===== src/shared/vcif_pkg.sv =====
// constants, types and field layout of the virtual cpu interface control block
// assumes a single system clock and the processor's register access port
// Operation
// [RL1] priority mask in control bits 31:24
// [RL2] group 0 binary point in bits 23:21
// [RL3] group 1 binary point in bits 20:18
// [RL4] bit 9 splits end-of-interrupt from deactivation
// [RL5] common point: group 1 reads point0+1, saturated
// [RL6] bit 3 routes group 0 as fast interrupt
// [RL7] bit 2 clear: group 1 acknowledge returns 1022
// [RL8] bit 1 enables group 1
// [RL9] bit 0 enables group 0
// [RL10] hypervisor and guest share the same storage
// [RL11] no hypervisor: control reads zero from monitor
// [RL12] type bits 31:29 priority bits minus one
// [RL13] type bits 28:26 preemption bits minus one
// [RL14] type bits 25:23 identifier width code
// [RL15] type bit 22 error interrupt support
// [RL16] type bit 21 top affinity support
// [RL17] type bit 20 no direct injection
// [RL18] no hypervisor: type zero except bit 20
// [RL19] type bit 19 deactivate trap support
// [RL20] hypervisor access undefined without sysreg enable
// [RL21] trapped kernel accesses go to hypervisor
// [RL22] type bits 4:0 list count, 18:5 zero
// [RL23] reserved control bits read zero, ignore writes
package vcif_pkg;
  // control register field positions
  localparam int CTL_PMR_LSB = 24;
  localparam int CTL_BPR0_LSB = 21;
  localparam int CTL_BPR1_LSB = 18;
  localparam int CTL_EOIM_BIT = 9;
  localparam int CTL_CBPR_BIT = 4;
  localparam int CTL_FIQ_BIT = 3;
  localparam int CTL_ACK_BIT = 2;
  localparam int CTL_EN1_BIT = 1;
  localparam int CTL_EN0_BIT = 0;
  // type register field positions
  localparam int TYP_PRI_LSB = 29;
  localparam int TYP_PRE_LSB = 26;
  localparam int TYP_ID_LSB = 23;
  localparam int TYP_ERROR_INTERRUPT_SUPPORT_BIT = 22;
  localparam int TYP_A3V_BIT = 21;
  localparam int TYP_NV4_BIT = 20;
  localparam int TYP_TDS_BIT = 19;
  localparam int TYP_LR_LSB = 0;
  // implementation choices reported by the type register
  localparam logic [2:0] TYP_PRI_VAL = 3'h4;
  localparam logic [2:0] TYP_PRE_VAL = 3'h4;
  localparam logic [2:0] TYP_ID_VAL = 3'h0;
  localparam logic TYP_ERROR_INTERRUPT_SUPPORT_VAL = 1'b0;
  localparam logic TYP_A3V_VAL = 1'b0;
  localparam logic TYP_NV4_VAL = 1'b1;
  localparam logic TYP_TDS_VAL = 1'b0;
  localparam logic [4:0] TYP_LR_VAL = 5'h03;
  // set when the sysreg enable of the guest is hard-wired to one
  localparam logic SRE_FIXED_ONE = 1'b0;
  // guest control word layout
  localparam int GCTL_CBPR_BIT = 0;
  localparam int GCTL_EOIM_BIT = 1;
  localparam int GCTL_FIQ_BIT = 2;
  localparam int GCTL_ACK_BIT = 3;
  // reset values and the binary point maximum
  localparam logic [7:0] RST_PMR = 8'h00;
  localparam logic [2:0] RST_BPR0 = 3'h0;
  localparam logic [2:0] RST_BPR1 = 3'h1;
  localparam logic [2:0] BPR_MAX = 3'h7;
  // special identifiers
  localparam int ID_W = 24;
  localparam logic [23:0] ID_GRP1_ALT = 24'h0003fe;
  localparam logic [23:0] ID_SPURIOUS = 24'h0003ff;

  typedef enum logic [1:0] {
    VCIF_LVL_USER = 2'h0,
    VCIF_LVL_KERNEL = 2'h1,
    VCIF_LVL_HYP = 2'h2,
    VCIF_LVL_MON = 2'h3
  } vcif_lvl_t;

  typedef enum logic {
    VCIF_SEL_CTL = 1'b0,
    VCIF_SEL_TYPE = 1'b1
  } vcif_sel_t;

  typedef enum logic [2:0] {
    VCIF_G_PMR = 3'h0,
    VCIF_G_BPR0 = 3'h1,
    VCIF_G_BPR1 = 3'h2,
    VCIF_G_CTL = 3'h3,
    VCIF_G_EN0 = 3'h4,
    VCIF_G_EN1 = 3'h5
  } vcif_gsel_t;
endpackage


===== src/rtl/vcif_grp_prio.sv =====
// group priority extraction from a priority and a binary point
// purely combinational, used by the control block on the same clock
`timescale 1ns/100ps
module vcif_grp_prio (
  input wire logic [2:0] i_bpr,
  input wire logic i_grp1_point,
  input wire logic [7:0] i_prio,
  output logic [7:0] o_gprio
);
  logic [3:0] shift;
  logic [7:0] mask;

  // a group 1 point keeps one more group bit than a group 0 point
  always_comb begin
    shift = i_grp1_point ? {1'b0, i_bpr} : ({1'b0, i_bpr} + 4'h1);
    mask = 8'hff << shift;
    o_gprio = i_prio & mask;
  end
endmodule


===== src/rtl/vcif_ctrl_regs.sv =====
// virtual cpu interface control and type registers with guest aliases
// assumes request pulses from logic on the same clock; no synchronisers needed
`timescale 1ns/100ps
module vcif_ctrl_regs (
  input wire logic i_sys_clk,
  input wire logic i_nrst,
  // hypervisor-side system register port
  input wire logic i_hyp_present,
  input wire logic i_hyp_sre,
  input wire logic i_mon_sre,
  input wire logic i_cp15_trap,
  input wire logic i_acc_req,
  input wire logic i_acc_write,
  input wire logic i_acc_ns,
  input wire vcif_pkg::vcif_lvl_t i_acc_lvl,
  input wire vcif_pkg::vcif_sel_t i_acc_sel,
  input wire logic [31:0] i_acc_wdata,
  output logic o_acc_done,
  output logic o_acc_undef,
  output logic o_acc_trap,
  output logic [31:0] o_acc_rdata,
  // guest-side alias port
  input wire logic i_gst_req,
  input wire logic i_gst_write,
  input wire vcif_pkg::vcif_gsel_t i_gst_sel,
  input wire logic [7:0] i_gst_wdata,
  output logic o_gst_done,
  output logic [7:0] o_gst_rdata,
  // highest pending virtual interrupt and running priority
  input wire logic i_pend_valid,
  input wire logic i_pend_grp1,
  input wire logic [7:0] i_pend_prio,
  input wire logic [23:0] i_pend_id,
  input wire logic i_run_active,
  input wire logic [7:0] i_run_prio,
  output logic o_virq,
  output logic o_vfiq,
  // acknowledge, end-of-interrupt and deactivate requests
  input wire logic i_ack_req,
  input wire logic i_eoi_req,
  input wire logic i_dir_req,
  output logic o_ack_valid,
  output logic [23:0] o_ack_id,
  output logic o_prio_drop,
  output logic o_deact,
  output logic o_dir_unpred
);
  import vcif_pkg::*;

  // single storage for both views
  logic [7:0] pmr_r;
  logic [2:0] bpr0_r;
  logic [2:0] bpr1_r;
  logic eoim_r;
  logic cbpr_r;
  logic fiq_r;
  logic ack_r;
  logic en1_r;
  logic en0_r;

  logic acc_undef;
  logic acc_trap;
  logic acc_ok;
  logic hyp_wr;
  logic gst_wr;
  logic fiq_eff;
  logic ack_eff;
  logic [2:0] bpr1_view;
  logic [31:0] ctl_word;
  logic [31:0] typ_word;
  logic [31:0] acc_rdata_nxt;
  logic [7:0] gst_rdata_nxt;
  logic [7:0] pend_gprio;
  logic [7:0] run_gprio;
  logic [2:0] pre_bpr;
  logic pre_grp1_point;
  logic pend_enabled;
  logic pend_signal;

  // access classification
  always_comb begin
    acc_trap = 1'b0;
    acc_undef = 1'b0;
    unique case (i_acc_lvl)
      VCIF_LVL_USER: acc_undef = 1'b1;
      VCIF_LVL_KERNEL: begin
        // only reachable as a trap; otherwise no access at this level
        acc_trap = i_hyp_present && i_acc_ns && i_cp15_trap; // [RL21]
        acc_undef = !acc_trap;
      end
      VCIF_LVL_HYP: begin
        acc_undef = !i_hyp_present || !i_hyp_sre; // [RL20]
      end
      VCIF_LVL_MON: begin
        acc_undef = i_acc_ns && !i_mon_sre;
      end
    endcase
    // the type register cannot be written
    if (i_acc_write && (i_acc_sel == VCIF_SEL_TYPE) && !acc_trap) begin
      acc_undef = 1'b1;
    end
    acc_ok = !acc_undef && !acc_trap;
  end

  // monitor writes are dropped while there is no hypervisor level
  assign hyp_wr = i_acc_req && acc_ok && i_acc_write && (i_acc_sel == VCIF_SEL_CTL) &&
                  i_hyp_present;
  // hypervisor write wins a same-cycle collision with the guest
  assign gst_wr = i_gst_req && i_gst_write && !hyp_wr;

  // hard-wired views when the guest sysreg enable is fixed
  assign fiq_eff = SRE_FIXED_ONE ? 1'b1 : fiq_r; // [RL6]
  assign ack_eff = SRE_FIXED_ONE ? 1'b0 : ack_r; // [RL7]

  // common point view of the group 1 binary point
  always_comb begin
    if (cbpr_r) begin
      bpr1_view = (bpr0_r == BPR_MAX) ? BPR_MAX : (bpr0_r + 3'h1); // [RL5]
    end else begin
      bpr1_view = bpr1_r;
    end
  end

  // register words; reserved bits stay zero
  always_comb begin
    ctl_word = 32'h0000_0000; // [RL23]
    ctl_word[CTL_PMR_LSB +: 8] = pmr_r; // [RL1]
    ctl_word[CTL_BPR0_LSB +: 3] = bpr0_r; // [RL2]
    ctl_word[CTL_BPR1_LSB +: 3] = bpr1_r; // [RL3]
    ctl_word[CTL_EOIM_BIT] = eoim_r; // [RL4]
    ctl_word[CTL_CBPR_BIT] = cbpr_r; // [RL5]
    ctl_word[CTL_FIQ_BIT] = fiq_eff; // [RL6]
    ctl_word[CTL_ACK_BIT] = ack_eff; // [RL7]
    ctl_word[CTL_EN1_BIT] = en1_r; // [RL8]
    ctl_word[CTL_EN0_BIT] = en0_r; // [RL9]
  end

  always_comb begin
    typ_word = 32'h0000_0000; // [RL22]
    typ_word[TYP_PRI_LSB +: 3] = TYP_PRI_VAL; // [RL12]
    typ_word[TYP_PRE_LSB +: 3] = TYP_PRE_VAL; // [RL13]
    typ_word[TYP_ID_LSB +: 3] = TYP_ID_VAL; // [RL14]
    typ_word[TYP_ERROR_INTERRUPT_SUPPORT_BIT] = TYP_ERROR_INTERRUPT_SUPPORT_VAL; // [RL15]
    typ_word[TYP_A3V_BIT] = TYP_A3V_VAL; // [RL16]
    typ_word[TYP_NV4_BIT] = TYP_NV4_VAL; // [RL17]
    typ_word[TYP_TDS_BIT] = TYP_TDS_VAL; // [RL19]
    typ_word[TYP_LR_LSB +: 5] = TYP_LR_VAL; // [RL22]
  end

  // hypervisor read data
  always_comb begin
    acc_rdata_nxt = 32'h0000_0000;
    if (acc_ok && !i_acc_write) begin
      if (!i_hyp_present) begin
        if (i_acc_sel == VCIF_SEL_TYPE) begin
          acc_rdata_nxt[TYP_NV4_BIT] = 1'b1; // [RL18]
        end
        // control reads as zero here // [RL11]
      end else if (i_acc_sel == VCIF_SEL_TYPE) begin
        acc_rdata_nxt = typ_word;
      end else begin
        acc_rdata_nxt = ctl_word;
      end
    end
  end

  // guest read data through the same storage
  always_comb begin
    gst_rdata_nxt = 8'h00;
    unique case (i_gst_sel)
      VCIF_G_PMR: gst_rdata_nxt = pmr_r;
      VCIF_G_BPR0: gst_rdata_nxt = {5'h00, bpr0_r};
      VCIF_G_BPR1: gst_rdata_nxt = {5'h00, bpr1_view}; // [RL5]
      VCIF_G_CTL: begin
        gst_rdata_nxt[GCTL_CBPR_BIT] = cbpr_r;
        gst_rdata_nxt[GCTL_EOIM_BIT] = eoim_r;
        gst_rdata_nxt[GCTL_FIQ_BIT] = fiq_eff;
        gst_rdata_nxt[GCTL_ACK_BIT] = ack_eff;
      end
      VCIF_G_EN0: gst_rdata_nxt = {7'h00, en0_r};
      VCIF_G_EN1: gst_rdata_nxt = {7'h00, en1_r};
      default: gst_rdata_nxt = 8'h00;
    endcase
  end

  // priority mask and binary points
  always_ff @(posedge i_sys_clk or negedge i_nrst) begin
    if (!i_nrst) begin
      pmr_r <= RST_PMR;
      bpr0_r <= RST_BPR0;
      bpr1_r <= RST_BPR1;
    end else if (hyp_wr) begin
      pmr_r <= i_acc_wdata[CTL_PMR_LSB +: 8]; // [RL1] [RL10]
      bpr0_r <= i_acc_wdata[CTL_BPR0_LSB +: 3]; // [RL2]
      bpr1_r <= i_acc_wdata[CTL_BPR1_LSB +: 3]; // [RL3]
    end else if (gst_wr) begin
      unique case (i_gst_sel)
        VCIF_G_PMR: pmr_r <= i_gst_wdata; // [RL10]
        VCIF_G_BPR0: bpr0_r <= i_gst_wdata[2:0];
        VCIF_G_BPR1: begin
          // ignored while the common point is in force
          if (!cbpr_r) begin
            bpr1_r <= i_gst_wdata[2:0]; // [RL5]
          end
        end
        default: begin
        end
      endcase
    end
  end

  // control bits and group enables
  always_ff @(posedge i_sys_clk or negedge i_nrst) begin
    if (!i_nrst) begin
      eoim_r <= 1'b0;
      cbpr_r <= 1'b0;
      fiq_r <= 1'b0;
      ack_r <= 1'b0;
      en1_r <= 1'b0;
      en0_r <= 1'b0;
    end else if (hyp_wr) begin
      eoim_r <= i_acc_wdata[CTL_EOIM_BIT]; // [RL4]
      cbpr_r <= i_acc_wdata[CTL_CBPR_BIT]; // [RL5]
      fiq_r <= i_acc_wdata[CTL_FIQ_BIT]; // [RL6]
      ack_r <= i_acc_wdata[CTL_ACK_BIT]; // [RL7]
      en1_r <= i_acc_wdata[CTL_EN1_BIT]; // [RL8]
      en0_r <= i_acc_wdata[CTL_EN0_BIT]; // [RL9]
    end else if (gst_wr) begin
      unique case (i_gst_sel)
        VCIF_G_CTL: begin
          cbpr_r <= i_gst_wdata[GCTL_CBPR_BIT]; // [RL10]
          eoim_r <= i_gst_wdata[GCTL_EOIM_BIT];
          fiq_r <= i_gst_wdata[GCTL_FIQ_BIT];
          ack_r <= i_gst_wdata[GCTL_ACK_BIT];
        end
        VCIF_G_EN0: en0_r <= i_gst_wdata[0];
        VCIF_G_EN1: en1_r <= i_gst_wdata[0];
        default: begin
        end
      endcase
    end
  end

  // hypervisor access answer, one cycle after the request
  always_ff @(posedge i_sys_clk or negedge i_nrst) begin
    if (!i_nrst) begin
      o_acc_done <= 1'b0;
      o_acc_undef <= 1'b0;
      o_acc_trap <= 1'b0;
      o_acc_rdata <= 32'h0000_0000;
    end else begin
      o_acc_done <= i_acc_req;
      o_acc_undef <= i_acc_req && acc_undef; // [RL20]
      o_acc_trap <= i_acc_req && acc_trap; // [RL21]
      o_acc_rdata <= i_acc_req ? acc_rdata_nxt : 32'h0000_0000;
    end
  end

  // guest access answer
  always_ff @(posedge i_sys_clk or negedge i_nrst) begin
    if (!i_nrst) begin
      o_gst_done <= 1'b0;
      o_gst_rdata <= 8'h00;
    end else begin
      o_gst_done <= i_gst_req;
      o_gst_rdata <= (i_gst_req && !i_gst_write) ? gst_rdata_nxt : 8'h00;
    end
  end

  // preemption uses point 0 for group 0, and for group 1 under the common point
  always_comb begin
    if (!i_pend_grp1 || cbpr_r) begin
      pre_bpr = bpr0_r; // [RL2]
      pre_grp1_point = 1'b0;
    end else begin
      pre_bpr = bpr1_r; // [RL3]
      pre_grp1_point = 1'b1;
    end
  end

  vcif_grp_prio u_pend_gp (
    .i_bpr(pre_bpr),
    .i_grp1_point(pre_grp1_point),
    .i_prio(i_pend_prio),
    .o_gprio(pend_gprio)
  );

  vcif_grp_prio u_run_gp (
    .i_bpr(pre_bpr),
    .i_grp1_point(pre_grp1_point),
    .i_prio(i_run_prio),
    .o_gprio(run_gprio)
  );

  // lower value is higher priority
  assign pend_enabled = i_pend_grp1 ? en1_r : en0_r; // [RL8] [RL9]
  assign pend_signal = i_pend_valid && pend_enabled && (i_pend_prio < pmr_r) && // [RL1]
                       (!i_run_active || (pend_gprio < run_gprio));

  // interrupt lines toward the processor
  always_ff @(posedge i_sys_clk or negedge i_nrst) begin
    if (!i_nrst) begin
      o_virq <= 1'b0;
      o_vfiq <= 1'b0;
    end else begin
      o_virq <= pend_signal && (i_pend_grp1 || !fiq_eff); // [RL6]
      o_vfiq <= pend_signal && !i_pend_grp1 && fiq_eff; // [RL6]
    end
  end

  // acknowledge answer path, registered one cycle after the request
  always_ff @(posedge i_sys_clk or negedge i_nrst) begin
    if (!i_nrst) begin
      o_ack_valid <= 1'b0;
      o_ack_id <= ID_SPURIOUS;
    end else begin
      o_ack_valid <= i_ack_req;
      if (i_ack_req) begin
        if (!i_pend_valid) begin
          o_ack_id <= ID_SPURIOUS;
        end else if (i_pend_grp1 && !ack_eff) begin
          o_ack_id <= ID_GRP1_ALT; // [RL7]
        end else begin
          o_ack_id <= i_pend_id; // [RL7]
        end
      end
    end
  end

  // end of interrupt and deactivation
  always_ff @(posedge i_sys_clk or negedge i_nrst) begin
    if (!i_nrst) begin
      o_prio_drop <= 1'b0;
      o_deact <= 1'b0;
      o_dir_unpred <= 1'b0;
    end else begin
      o_prio_drop <= i_eoi_req; // [RL4]
      o_deact <= (i_eoi_req && !eoim_r) || (i_dir_req && eoim_r); // [RL4]
      // flagged instead of acted on while deactivation rides on eoi
      o_dir_unpred <= i_dir_req && !eoim_r; // [RL4]
    end
  end
endmodule


===== config.mk =====
export PLATFORM = sky130hd
export DESIGN_NAME = vcif_ctrl_regs
export DESIGN_NICKNAME = d
export VERILOG_FILES = /design/src/shared/vcif_pkg.sv /design/src/rtl/vcif_grp_prio.sv /design/src/rtl/vcif_ctrl_regs.sv
export SDC_FILE = /design/constraint.sdc
export NUM_CORES = 1
export LEC_CHECK = 0
export ABC_AREA = 1
export BUFFER_PORTS_ARGS = -buffer_cell sky130_fd_sc_hd__buf_4
export CORE_ASPECT_RATIO = 1.1
export CORE_UTILIZATION = 45
export CTS_CLUSTER_SIZE = 12
export DETAILED_ROUTE_END_ITERATION = 8
export PLACE_DENSITY = 0.77
export SETUP_SLACK_MARGIN = 0.1
export SYNTH_ARGS = -nofsm -noshare
export SYNTH_HDL_FRONTEND = slang
export SYNTH_SLANG_ARGS = --single-unit

===== constraint.sdc =====
create_clock -name i_sys_clk -period 2.5 [get_ports i_sys_clk]
set_input_delay 0 -clock i_sys_clk [delete_from_list [all_inputs] [get_ports i_sys_clk]]
set_output_delay 0 -clock i_sys_clk [all_outputs]
set_load 0.01 [all_outputs]

==> results of run 1 <==
## cell families after synthesis
logic type / after synthesis
adder cells (fa/ha/maj): 15
AO/OA/AOI/OAI: 76
flip-flops: 82
buffers and inverters: 66
other: 1
AND/OR/NAND/NOR: 183
## registers in the layout (all words and copies together), names as in the netlist, 3 cells and up
name,flops
bpr0_r,3
bpr1_r,3
o_acc_rdata,20
o_ack_id,24
o_gst_rdata,8
pmr_r,8
## routing by layer
layer  up-vias  GRT usage  share of wire  wire (um)
li1       1873          -              -          -
met1      1848     0.3088           0.41       4773
met2       155     0.4895           0.52       6034
met3        16    0.03939          0.056        654
met4         0    0.08791          0.014        160
met5         -          0              0          0
## how the worst max path moves through the flow
| stage | startpoint | endpoint | slack, ns |
|---|---|---|---|
| after floorplan | cbpr_r | o_vfiq | 0.38 |
| after global placement | cbpr_r | o_vfiq | 0.25 |
| after detailed placement | cbpr_r | o_virq | 0.19 |
| after CTS | cbpr_r | o_virq | 0.15 |
| after global routing | i_acc_write | pmr_r[5] | 0.09 |
| final | cbpr_r | o_virq | 0.21 |
## layout make-up
type / instances / share of cell area
repair inverters: 1 / 0.0008217
repair buffers: 230 / 0.3120
flip-flops and latches: 82 / 0.3394
inverters: 46 / 0.02876
clock buffers: 9 / 0.02034
well taps: 111 / 0.02280
clock inverters: 7 / 0.01253
multi-input cells: 286 / 0.2634
## Yosys cell counts, drive strengths merged, types with 2 or more instances
| master | instances | area share |
|---|---|---|
| nand4 | 2 | 0.0032 |
| o22a | 9 | 0.020 |
| and3 | 2 | 0.0038 |
| ha | 15 | 0.048 |
| inv | 46 | 0.045 |
| buf | 16 | 0.030 |
| a21oi | 16 | 0.020 |
| nand2 | 93 | 0.096 |
| a22o | 14 | 0.031 |
| nor2 | 41 | 0.042 |
| dfrtp | 71 | 0.45 |
| clkbuf | 4 | 0.0038 |
| a31oi | 3 | 0.0048 |
| o211ai | 9 | 0.017 |
| a21boi | 3 | 0.0057 |
| o311ai | 2 | 0.0045 |
| nand3 | 21 | 0.028 |
| dfstp | 11 | 0.074 |
| nor3 | 20 | 0.028 |
| o22ai | 6 | 0.0096 |
| o21ai | 7 | 0.0099 |
## through the flow
stage	worst slack (ns)	instances	hold slack, ns	util	instance area, um^2
after detailed placement	0.1871	682	0.1227	0.6128	5152
after global placement	0.2507	682	0.1188	0.6128	5152
after global routing	0.08802	772	0.02108	0.7244	6091
after CTS	0.1484	766	0.004177	0.7176	6033
after floorplan	0.3834	434	-0.2956	-	3969
final	0.2084	772	0.01622	0.7244	6091
## repair_timing
item | CTS | global route
buffers inserted | 0 | 5
resized for setup | 0 | 6
endpoints found under the hold margin | 132 | 0
setup endpoints to repair | 0 | 8
hold buffers | 68 | 0
## power by group
part	switching, mW	internal (mW)	total, mW
Sequential	0.116	1.48	1.59
Clock	0.492	0.468	0.960
Combinational	0.568	0.544	1.11
## critical path, delay by kind of cell, from the launching register on
kind | cells | cell delay (ns)
DFF | 1 | 0.46
and+or+nand+nor | 12 | 1.10
adders and majority gates | 1 | 0.30
buffers and inverters | 2 | 0.15
AOI/OAI and AO/OA | 2 | 0.21
==> run summary, run 1 <==
outcome: complete, no violations
WHS Path Cells: 3
number of port buffers: 152
DPL Wire Length: 8051 um
root buffer cell: clkbuf_8
Worst Tran Pin Value: 0.9899 ns
CTS tree: done
pwr dens: 601.9 mW/mm^2
WHS Endpoint: pmr_r[1]
mean post-synth cell area: 9.285 um^2
post-route ant nets: 0
Die ar.: 0.009106 mm^2
Mapped Cells: 423
synthesis-to-layout area growth: 55.08%
largest net degree at the start of global routing: 83
fillcell total: 639
Fin. Hold Viols: 0
FP Rows: 35
CP startpoint kind: flop
Num CTS Buffers: 9
Post-synth EDFFs: 0
fin. max-slew vios: 0
drt total wl: 11,620 um
fin crit share: 0.9166
Max IR drop VDD: 0.3231 mV
Sink Count: 82
Worst Path Arrival: 2.57 ns
cells along the critical path: inv_4, nand2_4, nand2_1, nand3_1, nand2_1, inv_2, or2_1, nand2_1, a21boi_1, ha_1, nand2_1, nor2_1, a211oi_2, nand2_1, nand2_1, nand2_1, nor2_1
compound-cell area share of the yosys netlist: 0.1383
register area share after synthesis: 0.5260
Post-Syn Area: 0.003928 mm^2
CP peak stage delay: 0.46 ns
mux share of post-synthesis cell area: 0
nature of the critical path endpoint: flop
XOR/XNOR Fraction of Synth Area: 0
Pre-antenna DRT Iters: 5
chip height: 99.99 um
most common flop cell mapped by yosys: dfrtp_1
commonest non-fill, non-tap cell in the layout: buf_4
worst skew pair latency: 0.35 ns
H-Tree Depth: 3
Seq cells post-synth: 82
first-pass GRT wire length: 18,620 um
# IOs: 177
maxcap violations: 0
Critical Path Most Common Cell: nand2_1
r2r endpoint: o_virq
# diodes: 0
core region area: 0.008408 mm^2
WS Path Type: flop to flop
final setup TNS: 0 ns
register area: 0.002067 mm^2
gp weighted congestion: 0.9030
Max clock buf depth: 2
critical path peak fanout: 6
Critical Path Slowest Stage Cell: dfrtp_2
Adder-Cell Fraction of Synth Area: 0.04779
DRC: 0
layout cell share with drive strength beyond 1: 0.3298
Ys Warns: 0
vias per cell: 5.041
Post-Synth Simple-Gate Area: 0.2083
area of the multi-input gates: 0.001604 mm^2
vias: 3,892
Die Width: 91.08 um
initial antenna violation count: 0
worst min path class: input port to flop
leakage power: 3.075 nW
number of global-route vias before repair: 3,964
worst reg-to-reg setup slack: 0.21 ns
fmax: 436.4 MHz
Async S/R FF share, synth: 1.000
Worst Path Required: 2.78 ns
Starting DRT DRC Count: 145
largest family of logic cells by synthesized area: simple AND/OR/NAND/NOR gates
Reg2Reg Depth: 17
clock slew seen by the registers of the worst setup and hold paths: 0.09 ns
RSZ-0062 raised after global routing: true
total track usage: 0.2622
Min Clock Period, post-route: 2.292 ns
r2r startpoint: cbpr_r
Distinct cells, synth: 45
Layout Nets: 774
routed len/inst: 15.05 um
Initial Util: 0.4671
GRT overflow: 0
Final setup viols: 0
Worst Skew: 0.01218 ns
Tot Pwr: 3.666 mW
hold_sp: i_gst_wdata[1]
Slew HR: 0.3401
commonest non-fill, non-tap cells in the layout: buf_4 (161), nand2_1 (86), dfrtp_1 (70)
Note: power is estimated with default switching activity, not from simulation.
==> inputs of run 2 (changes only) <==
PLACE_DENSITY = 0.87   (was 0.77)
==> run 2 against run 1 <==
Against the previous run: worst setup slack lost 0.010 ns; critical endpoint is now pmr_r[2]; sequential power about the same; flip-flop and latch count unchanged; hold slack got worse by 0.0079 ns; global-route usage grew 1.4 points; non-clock buffer count did not move; via count is 2.4% higher; wire length increased by 5.2%; cell count is 0.13% lower.
==> run summary, run 2 (synthesis gave the netlist of run 1 again) <==
cells along the critical path: dlygate4sd3_1, buf_4, inv_2, o2111ai_1, nor3_4, buf_12, buf_4, nor2_1, inv_2, nor2_1, a31oi_1, dlygate4sd3_1 (was inv_4, nand2_4, nand2_1, nand3_1, nand2_1, inv_2, or2_1, nand2_1, a21boi_1, ha_1, nand2_1, nor2_1, a211oi_2, nand2_1, nand2_1, nand2_1, nor2_1)
crit path buf inv count: 7 (was 2)
leakage power: 3.091 nW (was 3.075 nW)
Starting DRT DRC Count: 159 (was 145)
RSZ-0062 raised after global routing: true (unchanged)
vias: 3,984 (was 3,892)
post-route ant nets: 0 (unchanged)
total track usage: 0.2766 (was 0.2622)
met2 Usage GRT: 0.5198 (was 0.4895)
gp weighted congestion: 0.9592 (was 0.9030)
CTS tree: done (unchanged)
layout cell share with drive strength beyond 1: 0.3348 (was 0.3298)
launch point of the critical path: i_acc_write (was cbpr_r)
DRC: 0 (unchanged)
nature of the critical path endpoint: flop (unchanged)
clock slew seen by the registers of the worst setup and hold paths: 0.08 ns (was 0.09 ns)
largest net degree at the start of global routing: 83 (unchanged)
Design Area, Final: 0.006132 mm^2 (was 0.006091 mm^2)
FP Rows: 35 (unchanged)
maxcap violations: 0 (unchanged)
fin. max-slew vios: 0 (unchanged)
Pre-antenna DRT Iters: 5 (unchanged)
root buffer cell: clkbuf_8 (unchanged)
CP startpoint kind: input port (was flop)
Min Clock Period, post-route: 2.302 ns (was 2.292 ns)
core region area: 0.008408 mm^2 (unchanged)
Slew HR: 0.3449 (was 0.3401)
Num CTS Buffers: 9 (unchanged)
worst skew pair latency: 0.35 ns (about the same)
Largest register FFs: 24 (unchanged)
min setup slack post-route: 0.1983 ns (was 0.2084 ns)
Die ar.: 0.009106 mm^2 (unchanged)
DPL Wire Length: 8356 um (was 8051 um)
chip height: 99.99 um (unchanged)
drt total wl: 12,230 um (was 11,620 um)
r2r startpoint: cbpr_r (unchanged)
Die Width: 91.08 um (unchanged)
Layout Nets: 773 (was 774)
family with the most delay on the worst path: buffers and inverters (was simple AND/OR/NAND/NOR gates)
Worst Tran Pin Value: 0.9827 ns (was 0.9899 ns)
Initial Util: 0.4671 (unchanged)
# diodes: 0 (unchanged)
routed len/inst: 15.86 um (was 15.05 um)
fin crit share: 0.9207 (was 0.9166)
vias per cell: 5.167 (was 5.041)
H-Tree Depth: 3 (unchanged)
global routing's busiest layer: met2 (unchanged)
outcome: complete, no violations (unchanged)
met3 usage: 0.07045 (was 0.03939)
number of port buffers: 152 (unchanged)
commonest non-fill, non-tap cells in the layout: buf_4 (162), nand2_1 (85), dfrtp_1 (70) (was buf_4 (161), nand2_1 (86), dfrtp_1 (70))
Sink Count: 82 (unchanged)
worst reg-to-reg setup slack: 0.25 ns (was 0.21 ns)
Worst Path Required: 2.79 ns (was 2.78 ns)
Critical Path Slowest Stage Cell: dlygate4sd3_1 (was dfrtp_2)
fmax: 434.5 MHz (was 436.4 MHz)
critical path peak fanout: 10 (was 6)
post-placement cell area: 0.005145 mm^2 (was 0.005152 mm^2)
GRT overflow: 0 (unchanged)
Fin. Hold Viols: 0 (unchanged)
pwr dens: 618.6 mW/mm^2 (was 601.9 mW/mm^2)
final setup TNS: 0 ns (unchanged)
worst slack at placement: 0.04063 ns (was 0.1871 ns)
commonest non-fill, non-tap cell in the layout: buf_4 (unchanged)
Top Registers: o_ack_id: 24 flops, o_acc_rdata: 20 flops (unchanged)
# IOs: 177 (unchanged)
synthesis-to-layout area growth: 56.13% (was 55.08%)
initial antenna violation count: 0 (unchanged)
Max clock buf depth: 2 (unchanged)
first-pass GRT wire length: 19,390 um (was 18,620 um)
Worst Path Arrival: 2.59 ns (was 2.57 ns)
Max IR drop VDD: 0.3538 mV (was 0.3231 mV)
Biggest register: o_ack_id (unchanged)
CP peak stage delay: 0.57 ns (was 0.46 ns)
GRT met1 Usage: 0.3108 (was 0.3088)
worst min path class: input port to flop (unchanged)
WS Path Type: input port to flop (was flop to flop)
number of global-route vias before repair: 4,072 (was 3,964)
Final setup viols: 0 (unchanged)
hold_sp: i_gst_wdata[2] (was i_gst_wdata[1])
Worst Skew: 0.003979 ns (was 0.01218 ns)
## run 2: where the power goes
group          switching [mW]  internal, mW  total, mW
combinational           0.604         0.554       1.16
sequential              0.117          1.48       1.60
clock                   0.474         0.566       1.04
## run 2: layout make-up
cell class	count	area, um^2
clock inverter	6	90.09
fill	611	2276
multi-input combinational	286	1627
inverter	46	175.2
clock buffer	10	127.6
sequential	82	2067
timing repair buffer	230	1907
tap	111	138.9
## run 2: per-layer routing
| metal | part of all wire | up-vias |
|---|---|---|
| met2 | 0.52 | 204 |
| met5 | 0 | - |
| met3 | 0.072 | 23 |
| li1 | - | 1876 |
| met1 | 0.38 | 1881 |
| met4 | 0.020 | 0 |
## run 2: stage by stage
stage	total power, mW	instances	util	hold WS [ns]
6_report	3.793	771	0.7293	0.008353
5_1_grt	3.993	771	0.7293	0.008117
4_1_cts	3.731	765	0.7186	0.0004186
3_5_place_dp	2.560	681	0.6119	0.1217
3_3_place_gp	2.491	681	0.6119	0.1222
2_1_floorplan	2.159	434	-	-0.2956
## run 2: final timing paths
kind                       depth (start not counted)           end
setup / recovery                                  12      pmr_r[2]
hold / removal                                     3       fiq_eff
setup reg to reg                                  17        o_vfiq
hold reg to reg                                    1  o_ack_id[15]
max in group asynchronous                          2        cbpr_r
min in group asynchronous                          2    o_acc_trap
## run 2: repair_timing
| item | 4_1_cts | 5_1_grt |
|---|---|---|
| gates resized for setup | 1 | 9 |
| pin swaps | 0 | 6 |
| endpoints found under the hold margin | 132 | 0 |
| hold buffers | 67 | 0 |
| setup endpoints to repair | 2 | 10 |
| buffers inserted | 1 | 6 |
## run 2: worst register-to-register path, delay by kind of cell (launching register included)
family | cells | cell delay [ns]
and+or+nand+nor | 11 | 0.85
buffers and inverters | 2 | 0.17
AOI/OAI and AO/OA | 3 | 0.47
DFF | 1 | 0.46
adders and majority gates | 1 | 0.28
==> inputs of run 3 (changes only) <==
CORE_ASPECT_RATIO = default   (was 1.1)
PLACE_DENSITY = 0.77   (was 0.87)
SYNTH_HIERARCHICAL = 1   (was default)
==> run 3 against run 2 <==
Against the previous run: fmax decreased by 3.9%; core utilization decreased by 0.28 points; clock skew increased by 0.0064 ns; critical path type is now flop to flop; clock power increased by 9%; final area increased by 9.0%; wire length increased by 11%; sequential share of layout area decreased by 2.8 points; die area increased by 8.6%; combinational power increased by 22%; clock-buffer cell count increased by 1; largest cell class unchanged; largest power group unchanged; total power increased by 8.9%.
==> run summary, run 3 <==
area share of the largest cell type after synthesis: 0.4159 (was 0.4524)
Critical Path Most Common Cell: nand2_1
outcome: complete, no violations (unchanged)
worst min path class: input port to flop (unchanged)
pwr dens: 618.5 mW/mm^2 (was 618.6 mW/mm^2)
# diodes: 0 (unchanged)
core region area: 0.009196 mm^2 (was 0.008408 mm^2)
Distinct cells, synth: 35 (was 45)
H-Tree Depth: 3 (unchanged)
synthesis-to-layout area growth: 56.41% (was 56.13%)
CP peak stage delay: 0.41 ns (was 0.57 ns)
vias: 4,472 (was 3,984)
RSZ-0062 raised after global routing: true (unchanged)
Sink Count: 82 (unchanged)
register area share after synthesis: 0.4836 (was 0.5260)
register area: 0.002066 mm^2 (was 0.002067 mm^2)
fin. max-slew vios: 0 (unchanged)
Seq cells post-synth: 82 (unchanged)
maxcap violations: 0 (unchanged)
DRC: 0 (unchanged)
Pre-antenna DRT Iters: 5 (unchanged)
Critical Path Slowest Stage Cell: dfrtp_1 (was dlygate4sd3_1)
FP Rows: 35 (unchanged)
Worst Tran Pin Value: 0.9895 ns (was 0.9827 ns)
drt total wl: 13,550 um (was 12,230 um)
Layout Cells excl Fill: 881 (was 771)
Starting DRT DRC Count: 355 (was 159)
Worst Path Arrival: 2.64 ns (was 2.59 ns)
Sw Share: 0.3238 (was 0.3150)
Biggest register: o_ack_id (unchanged)
mean post-synth cell area: 8.183 um^2 (was 9.285 um^2)
clock power share: 0.274 (about the same)
Async S/R FF share, synth: 1.000 (unchanged)
Logic pwr share: 0.344 (was 0.305)
Die Width: 99.43 um (was 91.08 um)
Worst Path Required: 2.74 ns (was 2.79 ns)
cells along the critical path: nor2_4, buf_6, o21ai_4, ha_4, nand2_1, nand2_1, nand3_2, nor2_2, nor2_1, ha_1, nand2_1, o21a_1, nand2_1, nand2_1, nand2_1, nor2_1 (was dlygate4sd3_1, buf_4, inv_2, o2111ai_1, nor3_4, buf_12, buf_4, nor2_1, inv_2, nor2_1, a31oi_1, dlygate4sd3_1)
nature of the critical path endpoint: flop (unchanged)
Initial Util: 0.4645 (was 0.4671)
DPL Wire Length: 8716 um (was 8356 um)
worst skew pair latency: 0.36 ns (was 0.35 ns)
WS Path Type: flop to flop (was input port to flop)
number of port buffers: 152 (unchanged)
Num CTS Buffers: 9 (unchanged)
Slew HR: 0.3404 (was 0.3449)
Die ar.: 0.009886 mm^2 (was 0.009106 mm^2)
post-route ant nets: 0 (unchanged)
Worst Skew: 0.01033 ns (was 0.003979 ns)
commonest non-fill, non-tap cell in the layout: buf_4 (unchanged)
synth top area cells: dfrtp_1 (42%), nand2_1 (11%), dfstp_2 (6.8%), inv_1 (6.2%), ha_1 (5.0%) (was dfrtp_1 (45%), nand2_1 (8.2%), dfstp_2 (7.4%), ha_1 (4.8%), nor2_1 (3.7%))
met2 Usage GRT: 0.4770 (was 0.5198)
Layout Nets: 885 (was 773)
Post-synth EDFFs: 0 (unchanged)
commonest non-fill, non-tap cells in the layout: buf_4 (168), nand2_1 (121), dfrtp_1 (71) (was buf_4 (162), nand2_1 (85), dfrtp_1 (70))
chip height: 99.43 um (was 99.99 um)
routed len/inst: 15.37 um (was 15.86 um)
Fin. Hold Viols: 0 (unchanged)
gp weighted congestion: 1.021 (was 0.9592)
largest net degree at the start of global routing: 83 (unchanged)
Switch Pwr: 1.338 mW (was 1.195 mW)
fmax: 417.5 MHz (was 434.5 MHz)
vias per cell: 5.076 (was 5.167)
Min Clock Period, post-route: 2.395 ns (was 2.302 ns)
first-pass GRT wire length: 20,970 um (was 19,390 um)
CTS tree: done (unchanged)
family with the most delay on the worst path: simple AND/OR/NAND/NOR gates (was buffers and inverters)
most common flop cell mapped by yosys: dfrtp_1 (unchanged)
leakage power: 3.481 nW (was 3.091 nW)
fillcell total: 662 (was 611)
fin crit share: 0.9580 (was 0.9207)
placed insts: 784 (was 681)
Top Registers: o_ack_id: 24 flops, o_acc_rdata: 20 flops (unchanged)
clock slew seen by the registers of the worst setup and hold paths: 0.07 ns (was 0.08 ns)
Max IR drop VDD: 0.3525 mV (was 0.3538 mV)
Ys Warns: 6 (was 0)
count leader, synth: nand2_1 (unchanged)
GRT met1 Usage: 0.3338 (was 0.3108)
final setup TNS: 0 ns (unchanged)
share of power burned in registers: 0.382 (was 0.421)
Final setup viols: 0 (unchanged)
Tot Pwr: 4.133 mW (was 3.793 mW)
Power Internal: 2.794 mW (was 2.599 mW)
global routing's busiest layer: met2 (unchanged)
GRT overflow: 0 (unchanged)
number of global-route vias before repair: 4,344 (was 4,072)
root buffer cell: clkbuf_8 (unchanged)
initial antenna violation count: 0 (unchanged)
Mapped Cells: 522 (was 423)
critical path peak fanout: 6 (was 10)
area leader, netlist: dfrtp_1 (unchanged)
CP startpoint kind: flop (was input port)
# IOs: 177 (unchanged)
synth cell count leaders: nand2_1 (127), dfrtp_1 (71), inv_1 (71), nor2_1 (54), nand3_1 (33) (was nand2_1 (86), dfrtp_1 (71), nor2_1 (39), inv_1 (36), nand3_1 (20))
Largest register FFs: 24 (unchanged)
Post-Syn Area: 0.004272 mm^2 (was 0.003928 mm^2)
total track usage: 0.2740 (was 0.2766)
layout cell share with drive strength beyond 1: 0.3234 (was 0.3348)
met3 usage: 0.05341 (was 0.07045)
area of the multi-input gates: 0.001942 mm^2 (was 0.001627 mm^2)
Max clock buf depth: 2 (unchanged)
crit path buf inv count: 1 (was 7)
==> run 3: worst paths after layout <==
check	start	end	slack (ns)	depth (start not counted)
setup / recovery	cbpr_r	o_virq	0.10	16
hold / removal	i_gst_wdata[3]	pmr_r[3]	0.02	5
setup reg to reg	cbpr_r	o_virq	0.10	16
hold reg to reg	o_ack_id[22]	o_ack_id[22]	0.52	1
max in group asynchronous	i_nrst	o_gst_rdata[1]	1.49	2
min in group asynchronous	i_nrst	o_ack_id[16]	0.36	2
==> run 3: final cells by class <==
class / count / area share
flip-flops and latches: 82 / 0.3092
repair buffers: 242 / 0.3004
multi-input cells: 352 / 0.2906
inverters: 78 / 0.04382
well taps: 111 / 0.02079
clock buffers: 11 / 0.01966
clock inverters: 5 / 0.01554
==> run 3: routing by layer <==
layer	up-vias	routed length, um
li1	2127	-
met1	2099	5547
met4	0	410
met5	-	0
met3	43	794
met2	203	6793
==> run 3: power by group through the flow <==
stage / clock [mW] / sequential (mW) / combinational [mW]
after global placement: 0 / 1.59 / 1.06
after floorplan: 0 / 1.59 / 0.678
after detailed placement: 0 / 1.60 / 1.10
final: 1.13 / 1.58 / 1.42
after global routing: 1.21 / 1.59 / 1.56
after CTS: 1.14 / 1.57 / 1.29
==> run 3: kinds of logic after synthesis <==
group | Yosys count | synth area share
flops | 82 | 0.4836
fa+ha+maj | 17 | 0.04979
simple gates | 255 | 0.2627
compound gates | 67 | 0.09813
buf+inv | 100 | 0.1049
other cells | 1 | 0.0008779
==> run 3: through the flow <==
step,utilization,hold slack (ns),worst slack (ns),cell area (um^2)
finish,0.7265,0.01967,0.1050,6681
global placement,0.6046,0.1195,0.1748,5560
floorplan,-,-0.2956,0.1085,4370
detailed placement,0.6046,0.1219,0.06447,5560
CTS,0.7162,0.009541,0.1010,6586
global route,0.7265,0.01604,-0.03313,6681
==> run 3: worst reg2reg max path, stage by stage, from the launching register on <==
cell	delay, ns
dfrtp_1	0.41
nor2_4	0.21
buf_6	0.14
o21ai_4	0.09
ha_4	0.29
nand2_1	0.05
nand2_1	0.10
nand3_2	0.09
nor2_2	0.10
nor2_1	0.05
ha_1	0.27
nand2_1	0.07
o21a_1	0.18
nand2_1	0.06
nand2_1	0.05
nand2_1	0.07
nor2_1	0.05
==> run 3: timing repair <==
action | in CTS | in global routing
endpoints found under the hold margin | 130 | 0
hold buffers | 70 | 0
pin swaps | 8 | 14
gates resized for setup | 9 | 14
endpoints found under the setup margin | 2 | 7
buffers inserted | 5 | 5
gates cloned | 0 | 1
